--- config.mk ---
export PLATFORM = sky130hd
export DESIGN_NAME = timer_control_16bit
export DESIGN_NICKNAME = d
export VERILOG_FILES = /design/src/logic/timer_control_16bit_pkg.sv /design/src/logic/timer_control_16bit.sv
export VERILOG_INCLUDE_DIRS = /design/src /design/src/logic
export SDC_FILE = /design/constraint.sdc
export NUM_CORES = 1
export LEC_CHECK = 0
export BUFFER_PORTS_ARGS = -buffer_cell sky130_fd_sc_hd__buf_2
export CAP_MARGIN = 20
export CORE_AREA = 2 2 154 156
export CTS_BUF_LIST = sky130_fd_sc_hd__clkbuf_2
export DETAILED_ROUTE_END_ITERATION = 16
export DIE_AREA = 0 0 156 158
export GPL_TIMING_DRIVEN = 0
export PLACE_DENSITY = 0.4
export SETUP_SLACK_MARGIN = 0.02
export SLEW_MARGIN = 20
export SYNTH_ARGS = -nofsm -noshare
export SYNTH_HDL_FRONTEND = slang
export SYNTH_SLANG_ARGS = --single-unit
--- constraint.sdc ---
create_clock -name clk_sys -period 2.8 [get_ports clk_sys]
set_clock_uncertainty 0.15 [all_clocks]
set_input_delay 0.14 -clock clk_sys [delete_from_list [all_inputs] [get_ports clk_sys]]
set_output_delay 0.14 -clock clk_sys [all_outputs]
set_load 0.02 [all_outputs]
--- src/logic/timer_control_16bit_defs.svh ---
`ifndef TIMER_CONTROL_16BIT_DEFS_SVH
`define TIMER_CONTROL_16BIT_DEFS_SVH

// Register byte offsets
`define ADDR_W        8
`define OFF_CONTROL   8'h00
`define OFF_COUNT     8'h04
`define OFF_PERIOD    8'h08
`define OFF_STATUS    8'h0c
`define OFF_MASK      8'h10

// Control field positions
`define BIT_RUN       15
`define BIT_HALT_IDLE 13
`define BIT_GATE      6
`define BIT_PRESC_HI  5
`define BIT_PRESC_LO  4
`define BIT_SYNC      2
`define BIT_SRC       1
`define CONTROL_MASK  16'ha076

// Reset values
`define CONTROL_RST   16'h0000
`define COUNT_RST     16'h0000
`define PERIOD_RST    16'hffff

// Prescaler terminal counts (ratio minus one)
`define PRESC_DIV1    8'h00
`define PRESC_DIV8    8'h07
`define PRESC_DIV64   8'h3f
`define PRESC_DIV256  8'hff

// Status bit positions and bus answers
`define EVT_MATCH     0
`define EVT_GATE      1
`define RESP_OKAY     2'h0
`define RESP_SLVERR   2'h2

`endif

--- src/logic/timer_control_16bit_pkg.sv ---
`include "timer_control_16bit_defs.svh"
package timer_control_16bit_pkg;

  // Master to slave half of the register bus
  typedef struct packed {
    logic               awvalid;
    logic [`ADDR_W-1:0] awaddr;
    logic               wvalid;
    logic [31:0]        wdata;
    logic [3:0]         wstrb;
    logic               bready;
    logic               arvalid;
    logic [`ADDR_W-1:0] araddr;
    logic               rready;
  } axiReq_t;

  // Slave to master half of the register bus
  typedef struct packed {
    logic        awready;
    logic        wready;
    logic        bvalid;
    logic [1:0]  bresp;
    logic        arready;
    logic        rvalid;
    logic [31:0] rdata;
    logic [1:0]  rresp;
  } axiRsp_t;

endpackage

--- src/logic/timer_control_16bit.sv ---
`timescale 1ns/1ps
`include "timer_control_16bit_defs.svh"
module timer_control_16bit
(
  input  wire logic                             clk_sys,
  input  wire logic                             nrst,
  input  wire timer_control_16bit_pkg::axiReq_t axiReq,
  output      timer_control_16bit_pkg::axiRsp_t axiRsp,
  input  wire logic                             extClkPin,
  input  wire logic                             idleMode,
  input  wire logic                             sleepMode,
  output      logic                             irq
);
  import timer_control_16bit_pkg::*;

  // Whole module state, registered in one place
  typedef struct packed {
    logic               extMeta;
    logic               extSync;
    logic               extPrev;
    logic [15:0]        ctl;
    logic [15:0]        count;
    logic [15:0]        period;
    logic [7:0]         presc;
    logic [1:0]         stat;
    logic [1:0]         mask;
    logic               irq;
    logic               awReady;
    logic               awFull;
    logic [`ADDR_W-1:0] awAddr;
    logic               wReady;
    logic               wFull;
    logic [31:0]        wData;
    logic [3:0]         wStrb;
    logic               bValid;
    logic [1:0]         bResp;
    logic               arReady;
    logic               rValid;
    logic [31:0]        rData;
    logic [1:0]         rResp;
  } state_t;

  localparam state_t STATE_RST = '{
    ctl:     `CONTROL_RST,
    count:   `COUNT_RST,
    period:  `PERIOD_RST,
    awReady: 1'b1,
    wReady:  1'b1,
    arReady: 1'b1,
    default: '0
  };

  state_t     q_q;
  state_t     q_d;
  logic       srcExt;
  logic       gateOn;
  logic       running;
  logic       extRise;
  logic       extFall;
  logic       rawTick;
  logic       prescTick;
  logic [7:0] prescLimit;

  // Merge a write into a 16-bit register by byte lane
  function automatic logic [15:0] mergeLanes(
    input logic [15:0] old,
    input logic [31:0] data,
    input logic [3:0]  strb
  );
    logic [15:0] res;
    res = old;
    if (strb[0])
    begin
      res[7:0] = data[7:0];
    end
    if (strb[1])
    begin
      res[15:8] = data[15:8];
    end
    return res;
  endfunction

  // Pin edges seen only after both sync stages
  assign extRise = q_q.extSync & ~q_q.extPrev;
  assign extFall = ~q_q.extSync & q_q.extPrev;

  // Source and gating selection
  assign srcExt = q_q.ctl[`BIT_SRC];
  assign gateOn = ~srcExt & q_q.ctl[`BIT_GATE];

  // Async counter mode keeps counting while the core sleeps;
  // synced modes need the cycle clock and stop with it
  assign running = q_q.ctl[`BIT_RUN]
    & ~(idleMode & q_q.ctl[`BIT_HALT_IDLE])
    & ~(sleepMode & ~(srcExt & ~q_q.ctl[`BIT_SYNC]));

  // Timer input: cycle clock, gated cycle clock or pin edges
  assign rawTick = srcExt ? extRise : (gateOn ? q_q.extSync : 1'b1);

  // Prescale ratio select
  always_comb
  begin
    case (q_q.ctl[`BIT_PRESC_HI:`BIT_PRESC_LO])
      2'h0:    prescLimit = `PRESC_DIV1;
      2'h1:    prescLimit = `PRESC_DIV8;
      2'h2:    prescLimit = `PRESC_DIV64;
      default: prescLimit = `PRESC_DIV256;
    endcase
  end

  assign prescTick = running & rawTick & (q_q.presc == prescLimit);

  // Next state of the whole block
  always_comb
  begin
    logic [1:0]  evt;
    logic [1:0]  clr;
    logic [31:0] rd;
    logic        hit;
    evt = 2'h0;
    clr = 2'h0;
    rd = 32'h0;
    hit = 1'b1;
    q_d = q_q;

    // Two-stage synchroniser, then edge history
    q_d.extMeta = extClkPin;
    q_d.extSync = q_q.extMeta;
    q_d.extPrev = q_q.extSync;

    // Prescaler and 16-bit count with period wrap
    if (running & rawTick)
    begin
      q_d.presc = prescTick ? 8'h00 : q_q.presc + 8'h01;
    end
    if (prescTick)
    begin
      if (q_q.count == q_q.period)
      begin
        q_d.count = 16'h0000;
        evt[`EVT_MATCH] = 1'b1;
      end
      else
      begin
        q_d.count = q_q.count + 16'h0001;
      end
    end

    // Gate closing ends an accumulation window
    if (gateOn & extFall & q_q.ctl[`BIT_RUN])
    begin
      evt[`EVT_GATE] = 1'b1;
    end

    // Write channel: address and data taken in either order
    if (q_q.bValid & axiReq.bready)
    begin
      q_d.bValid = 1'b0;
    end
    if (q_q.awReady & axiReq.awvalid)
    begin
      q_d.awFull = 1'b1;
      q_d.awAddr = axiReq.awaddr;
    end
    if (q_q.wReady & axiReq.wvalid)
    begin
      q_d.wFull = 1'b1;
      q_d.wData = axiReq.wdata;
      q_d.wStrb = axiReq.wstrb;
    end

    // Commit a write once both halves are held
    if (q_d.awFull & q_d.wFull & ~q_q.bValid)
    begin
      q_d.awFull = 1'b0;
      q_d.wFull = 1'b0;
      q_d.bValid = 1'b1;
      q_d.bResp = `RESP_OKAY;
      if (q_d.awAddr == `OFF_CONTROL)
      begin
        // Unimplemented bits never store
        q_d.ctl = mergeLanes(q_q.ctl, q_d.wData, q_d.wStrb)
          & `CONTROL_MASK;
        q_d.presc = 8'h00; // Fresh ratio starts from zero
      end
      else if (q_d.awAddr == `OFF_COUNT)
      begin
        q_d.count = mergeLanes(q_q.count, q_d.wData, q_d.wStrb);
      end
      else if (q_d.awAddr == `OFF_PERIOD)
      begin
        q_d.period = mergeLanes(q_q.period, q_d.wData, q_d.wStrb);
      end
      else if (q_d.awAddr == `OFF_STATUS)
      begin
        clr = q_d.wStrb[0] ? q_d.wData[1:0] : 2'h0;
      end
      else if (q_d.awAddr == `OFF_MASK)
      begin
        if (q_d.wStrb[0])
        begin
          q_d.mask = q_d.wData[1:0];
        end
      end
      else
      begin
        q_d.bResp = `RESP_SLVERR;
      end
    end
    q_d.awReady = ~q_d.awFull;
    q_d.wReady = ~q_d.wFull;

    // Sticky flags: a new event beats a clear in the same cycle
    q_d.stat = (q_q.stat & ~clr) | evt;
    q_d.irq = |(q_d.stat & q_d.mask);

    // Read channel: one read outstanding at a time
    if (q_q.rValid & axiReq.rready)
    begin
      q_d.rValid = 1'b0;
      q_d.arReady = 1'b1;
    end
    if (q_q.arReady & axiReq.arvalid)
    begin
      if (axiReq.araddr == `OFF_CONTROL)
      begin
        rd = {16'h0000, q_q.ctl};
      end
      else if (axiReq.araddr == `OFF_COUNT)
      begin
        rd = {16'h0000, q_q.count};
      end
      else if (axiReq.araddr == `OFF_PERIOD)
      begin
        rd = {16'h0000, q_q.period};
      end
      else if (axiReq.araddr == `OFF_STATUS)
      begin
        rd = {30'h0, q_q.stat};
      end
      else if (axiReq.araddr == `OFF_MASK)
      begin
        rd = {30'h0, q_q.mask};
      end
      else
      begin
        hit = 1'b0;
      end
      q_d.rData = rd;
      q_d.rResp = hit ? `RESP_OKAY : `RESP_SLVERR;
      q_d.rValid = 1'b1;
      q_d.arReady = 1'b0;
    end
  end

  // State register
  always_ff @(posedge clk_sys or negedge nrst)
  begin
    if (!nrst)
    begin
      q_q <= STATE_RST;
    end
    else
    begin
      q_q <= q_d;
    end
  end

  // Outputs straight from the state register
  assign axiRsp.awready = q_q.awReady;
  assign axiRsp.wready  = q_q.wReady;
  assign axiRsp.bvalid  = q_q.bValid;
  assign axiRsp.bresp   = q_q.bResp;
  assign axiRsp.arready = q_q.arReady;
  assign axiRsp.rvalid  = q_q.rValid;
  assign axiRsp.rdata   = q_q.rData;
  assign axiRsp.rresp   = q_q.rResp;
  assign irq            = q_q.irq;

endmodule

* Yosys cells after proc, flatten, opt, wreduce, memory -nomap -nowiden
Index checks and enable logic that the tools add are counted.
** Word-level totals
- Bits in latches :: 0
- Logic and storage cells :: 147
- RAM bits :: 0
- Memories :: 0
- Bits in registers :: 142
- Memory bits (read-only) :: 0
- Output and inout port bits :: 42
** Operators by class
- Equal/unequal tests :: 14
- Order comparisons :: 0
- Multiply operators :: 0
- Div/mod/pow operators :: 0
- $add $sub $neg :: 2
- Reduce and logical (&&, ||, !) cells :: 10
- Bitwise operators :: 35
- Shift-type cells :: 0
- Mux-type cells :: 58
** Operator list (count)
- $mux 16 :: 8
- $mux 8 :: 7
- $mux 2 :: 22
- $mux 40 :: 1
- $mux 37 :: 1
- $mux 36 :: 1
- $eq 8x4->1 const B :: 4
- $mux 32 :: 1
- $pmux 8 s3 :: 1
- $and 1x1->1 :: 19
- $add 16x1->16 const B :: 1
- $eq 16x16->1 :: 1
- $eq 8x3->1 const B :: 2
- $eq 8x5->1 const B :: 2
- $logic_not 8->1 :: 2
- $mux 1 :: 14
- $not 1->1 :: 12
- $reduce_and 5->1 :: 2
- $mux 9 :: 1
- $add 8x1->8 const B :: 1
- $eq 8x8->1 :: 1
- $ne 4x4->1 const B :: 2
- $reduce_and 3->1 :: 2
- $and 2x2->2 :: 2
- 8 further kinds :: 9

* Depth between registers and ports, before layout
- Word-level depth :: 13
- Depth in mapped cells :: 9
- Mapped depth without buffers :: 6

* Least setup slack after synthesis
No wires, ideal clock.
- Kind :: register to register
- Start point :: reg q_q[134] in the netlist's numbering
- End point :: reg q_q[127] in the netlist's numbering
- Cell stages (with the launch flop) :: 8
- Slack :: 195 ps
- Path buffers :: 1
- Arrival :: 2337 ps
- Period minus slack after synthesis :: 2605 ps
- Setup time :: 118 ps
- Path through :: dfrtp_1 -> nand2b_1 -> a221o_1 -> or4_1 -> buf_2 -> or4_4 -> a21o_1 -> a21o_1
** On the way
- Cells in the longest elaborated chain, start to end :: 12
** RTL lines
- start, declared :: RTL line timer_control_16bit.sv:53 : state_t q_q;
- start signal, assigned :: RTL line timer_control_16bit.sv:265 : q_q <= q_d;
- $not 1->1 * :: RTL line timer_control_16bit.sv:95 : & ~(sleepMode & ~(srcExt & ~q_q.ctl[`BIT_SYNC]));
- $and 1x1->1 * :: RTL line timer_control_16bit.sv:95
- $not 1->1 * :: RTL line timer_control_16bit.sv:95
- $and 1x1->1 * :: RTL line timer_control_16bit.sv:95
- $not 1->1 * :: RTL line timer_control_16bit.sv:95
- $and 1x1->1 * :: RTL line timer_control_16bit.sv:93 : assign running = q_q.ctl[`BIT_RUN]
- $and 1x1->1 * (2 in a row) :: RTL line timer_control_16bit.sv:111 : assign prescTick = running & rawTick & (q_q.presc == prescLimit);
- $mux 16 * :: RTL line timer_control_16bit.sv:136 : if (prescTick)
- $mux 16 :: RTL line timer_control_16bit.sv:186 : else if (q_d.awAddr == `OFF_COUNT)
- $mux 32 :: RTL line timer_control_16bit.sv:179 : if (q_d.awAddr == `OFF_CONTROL)
- $mux 40 * :: RTL line timer_control_16bit.sv:173 : if (q_d.awFull & q_d.wFull & ~q_q.bValid)
Every way passes the cells marked *; elsewhere a longest branch is shown, timed or not.
A chain may end at the register's enable or synchronous reset.

* Final worst setup path
Same ends and word-level chain as after synthesis.

==> reports/metrics.yaml <==
remaining_drc_errors: 0
required_ns: 3.24
die-height_um: 158
cts_tree: "yes"
num_rows: 56
track_usage_pct: 13.3
cp_cell_sequence: "nand2b_1, a221o_1, or4_1, buf_4, or4_4, a21o_1, a21o_1"
synthesis.area_mm2: 0.00565
cap_violations: 0
numClockSinks: 106
numCtsBuffers: 9
core-area_mm2: 0.0231
nets: 790
p_leak_nw: 3.19
path_delay_family: "simple AND/OR/NAND/NOR gates"
rsz0062_at_grt: "no"
postRouteAntennaNets: 0
ys_types: 59
worst_slew_pin_slew_ns: 0.642
most-common-layout-cells: "87 x dfrtp_1, 69 x buf_2, 52 x dlygate4sd3_1"
yosysWarnings: 0
area_delta_synth_final_pct: 27.0
status: "finished clean"
timing.rr.start: "q_q[134]"
path_common_cell: "a21o_1"
vias: 4591
grt_pass1_wl_um: 25100
fin_crit_sh_pct: 97.0
clk_pin_slew_ns: 0.30
detailed_place_hpwl_um: 11800
tns_ns: 0
clockRootBuffer: "clkbuf_2"
final_util_pct: 31.1
place_inst: 948
relSlewSlack_pct: 57.2
synth_largest_area_cell: "dfrtp_1"
fin_area_mm2: 0.00718
wl_per_cell_um: 15.6
stdcell_count: 1022
die_w_um: 156
synth_edf_count: 0
cts_buffer_depth: 2
critPathBufInv: 1
cts_max_level: 3
finalWeightedCongestion: 0.786
dieArea_mm2: 0.0246
clk_latency_ns: 0.65
startpoint: "q_q[134]"
max_clock_freq_mhz: 368
start_util_pct: 24.5
ys_ff_latch: 106
layout_commonest_cell: "dfrtp_1"
place_area_mm2: 0.00645
pwr_density_cell_mw_per_mm2: 694
grt-ovfl-total: 0
synthCells: 573
synth_top_area_share_pct: 38.5
final_hold_viol_count: 0
slowest_delay_ns: 0.52
start_kind: "flop"
arrival_ns: 3.16
worstPathMaxFanout: 6
ys_seq_area_share_pct: 47.4
drt-pass1-iter-count: 4
ios: 104
slowest_stage: "or4_1"
drive_gt1_share_pct: 28.6
postSynthAreaPerCell_um2: 9.86
dr.first_iter.drc_count: 253
grt_antenna_before_repair: 1
setup_viol: 0
end_kind: "flop"
min_from: "axiReq[11]"
crit_type: "flop to flop"
io_buffers: 67
min-delay-path-class: "input port to flop"
finalCriticalPeriod_ns: 2.72
yosys-top-cells-area: "dfrtp_1 39%, dfstp_2 8.8%, mux2_2 5.6%, buf_4 5.4%, mux2i_1 3.7%"
vias_per_cell: 4.49
grt_max_degree: 70
async_flop_share_pct: 100
grt_pass1_vias: 4538
synthFlopType: "dfrtp_1"
ir_worst_vdd_mv: 0.177
drt_wl_total_um: 15900
finalMaxSlewViolations: 0
metrics by stage:
| step | hold WS, ns | worst slack [ns] | total power, mW |
|---|---|---|---|
| floorplan | -0.306 | 0.195 | 3.58 |
| global placement | 0.105 | -0.154 | 4.18 |
| detailed placement | -0.0664 | -0.176 | 4.22 |
| CTS | 0.0136 | 0.0493 | 5.04 |
| global route | 0.0425 | 0.0251 | 5.37 |
| finish | 0.0446 | 0.0838 | 4.98 |
what timing repair did:
action,4_1_cts,5_1_grt
setup buffers,1,3
hold buffers,53,0
setup endpoints to repair,34,24
pin swaps,0,2
gates resized for setup,8,18
gates cloned,0,1
hold endpoints to repair,203,0
sequential cells by signal, summed over array words and instances, names as in the netlist:
| register | cells |
|---|---|
| axiRsp | 23 |
| q_q | 80 |
| irq | 1 |
| q_d | 2 |
path summary, 6_finish.rpt:
kind	end	slack, ns	depth (start not counted)
min in group asynchronous	axiRsp[35]	0.35	3
worst min-delay path	q_q[88]	0.04	4
worst max register to register	q_q[127]	0.08	7
worst max-delay path	q_q[127]	0.08	7
max in group asynchronous	axiRsp[39]	1.67	4
worst min register to register	q_d[148]	0.27	0
where the power goes:
group	internal, mW	total [mW]	switching [mW]
clock network	0.115	0.651	0.536
registers	1.99	2.37	0.387
logic	0.872	1.96	1.08
total	2.97	4.98	2.01
tightest hold or removal path, cell delays in order:
cell and delay, ns:
buf_2 0.09, mux2_2 0.15, nand4_1 0.16, mux2_2 0.28
per-layer routing:
layer  vias to the layer above  wire length [µm]  GRT usage, %
li1                       2279                 -             -
met1                      2196              7400          17.6
met2                        97              7660          22.3
met3                        19               604          1.97
met4                         0               259          4.33
met5                         -                 0             0
synth_stat cells (4+ instances only):
cell type,n
buf_4,41
clkbuf_1,16
nand3_1,23
buf_2,4
nor2b_1,8
a221oi_1,4
mux2_2,28
dfstp_2,19
nand2_1,48
nor2_1,44
a21oi_1,29
or3_1,8
nor3_1,4
o21ai_0,37
and3_1,5
or4_1,5
mux2i_1,21
inv_1,25
o31ai_1,10
nand2b_1,4
nand4_1,18
xnor2_1,20
o31a_1,4
a31oi_1,5
dfrtp_1,87
nor4_1,5
cell families after synthesis:
family,Yosys count,share of synthesized area (%)
flops,106,47.4
fa+ha+maj,2,0.443
other cells,1,0.0664
simple gates,185,16.2
mux,50,9.70
xor+xnor,23,3.56
compound gates,116,13.4
buf+inv,90,9.23
cell type report:
cell class,instances,area (µm²)
multi-input combinational,394,2570
tap,290,363
antenna,1,2.50
inverter,25,93.8
buffer,64,440
sequential,106,2680
clock inverter,6,33.8
fill,2443,15900
clock buffer,10,50.0
timing repair buffer,126,945
Note: power is estimated with default switching activity, not from simulation.
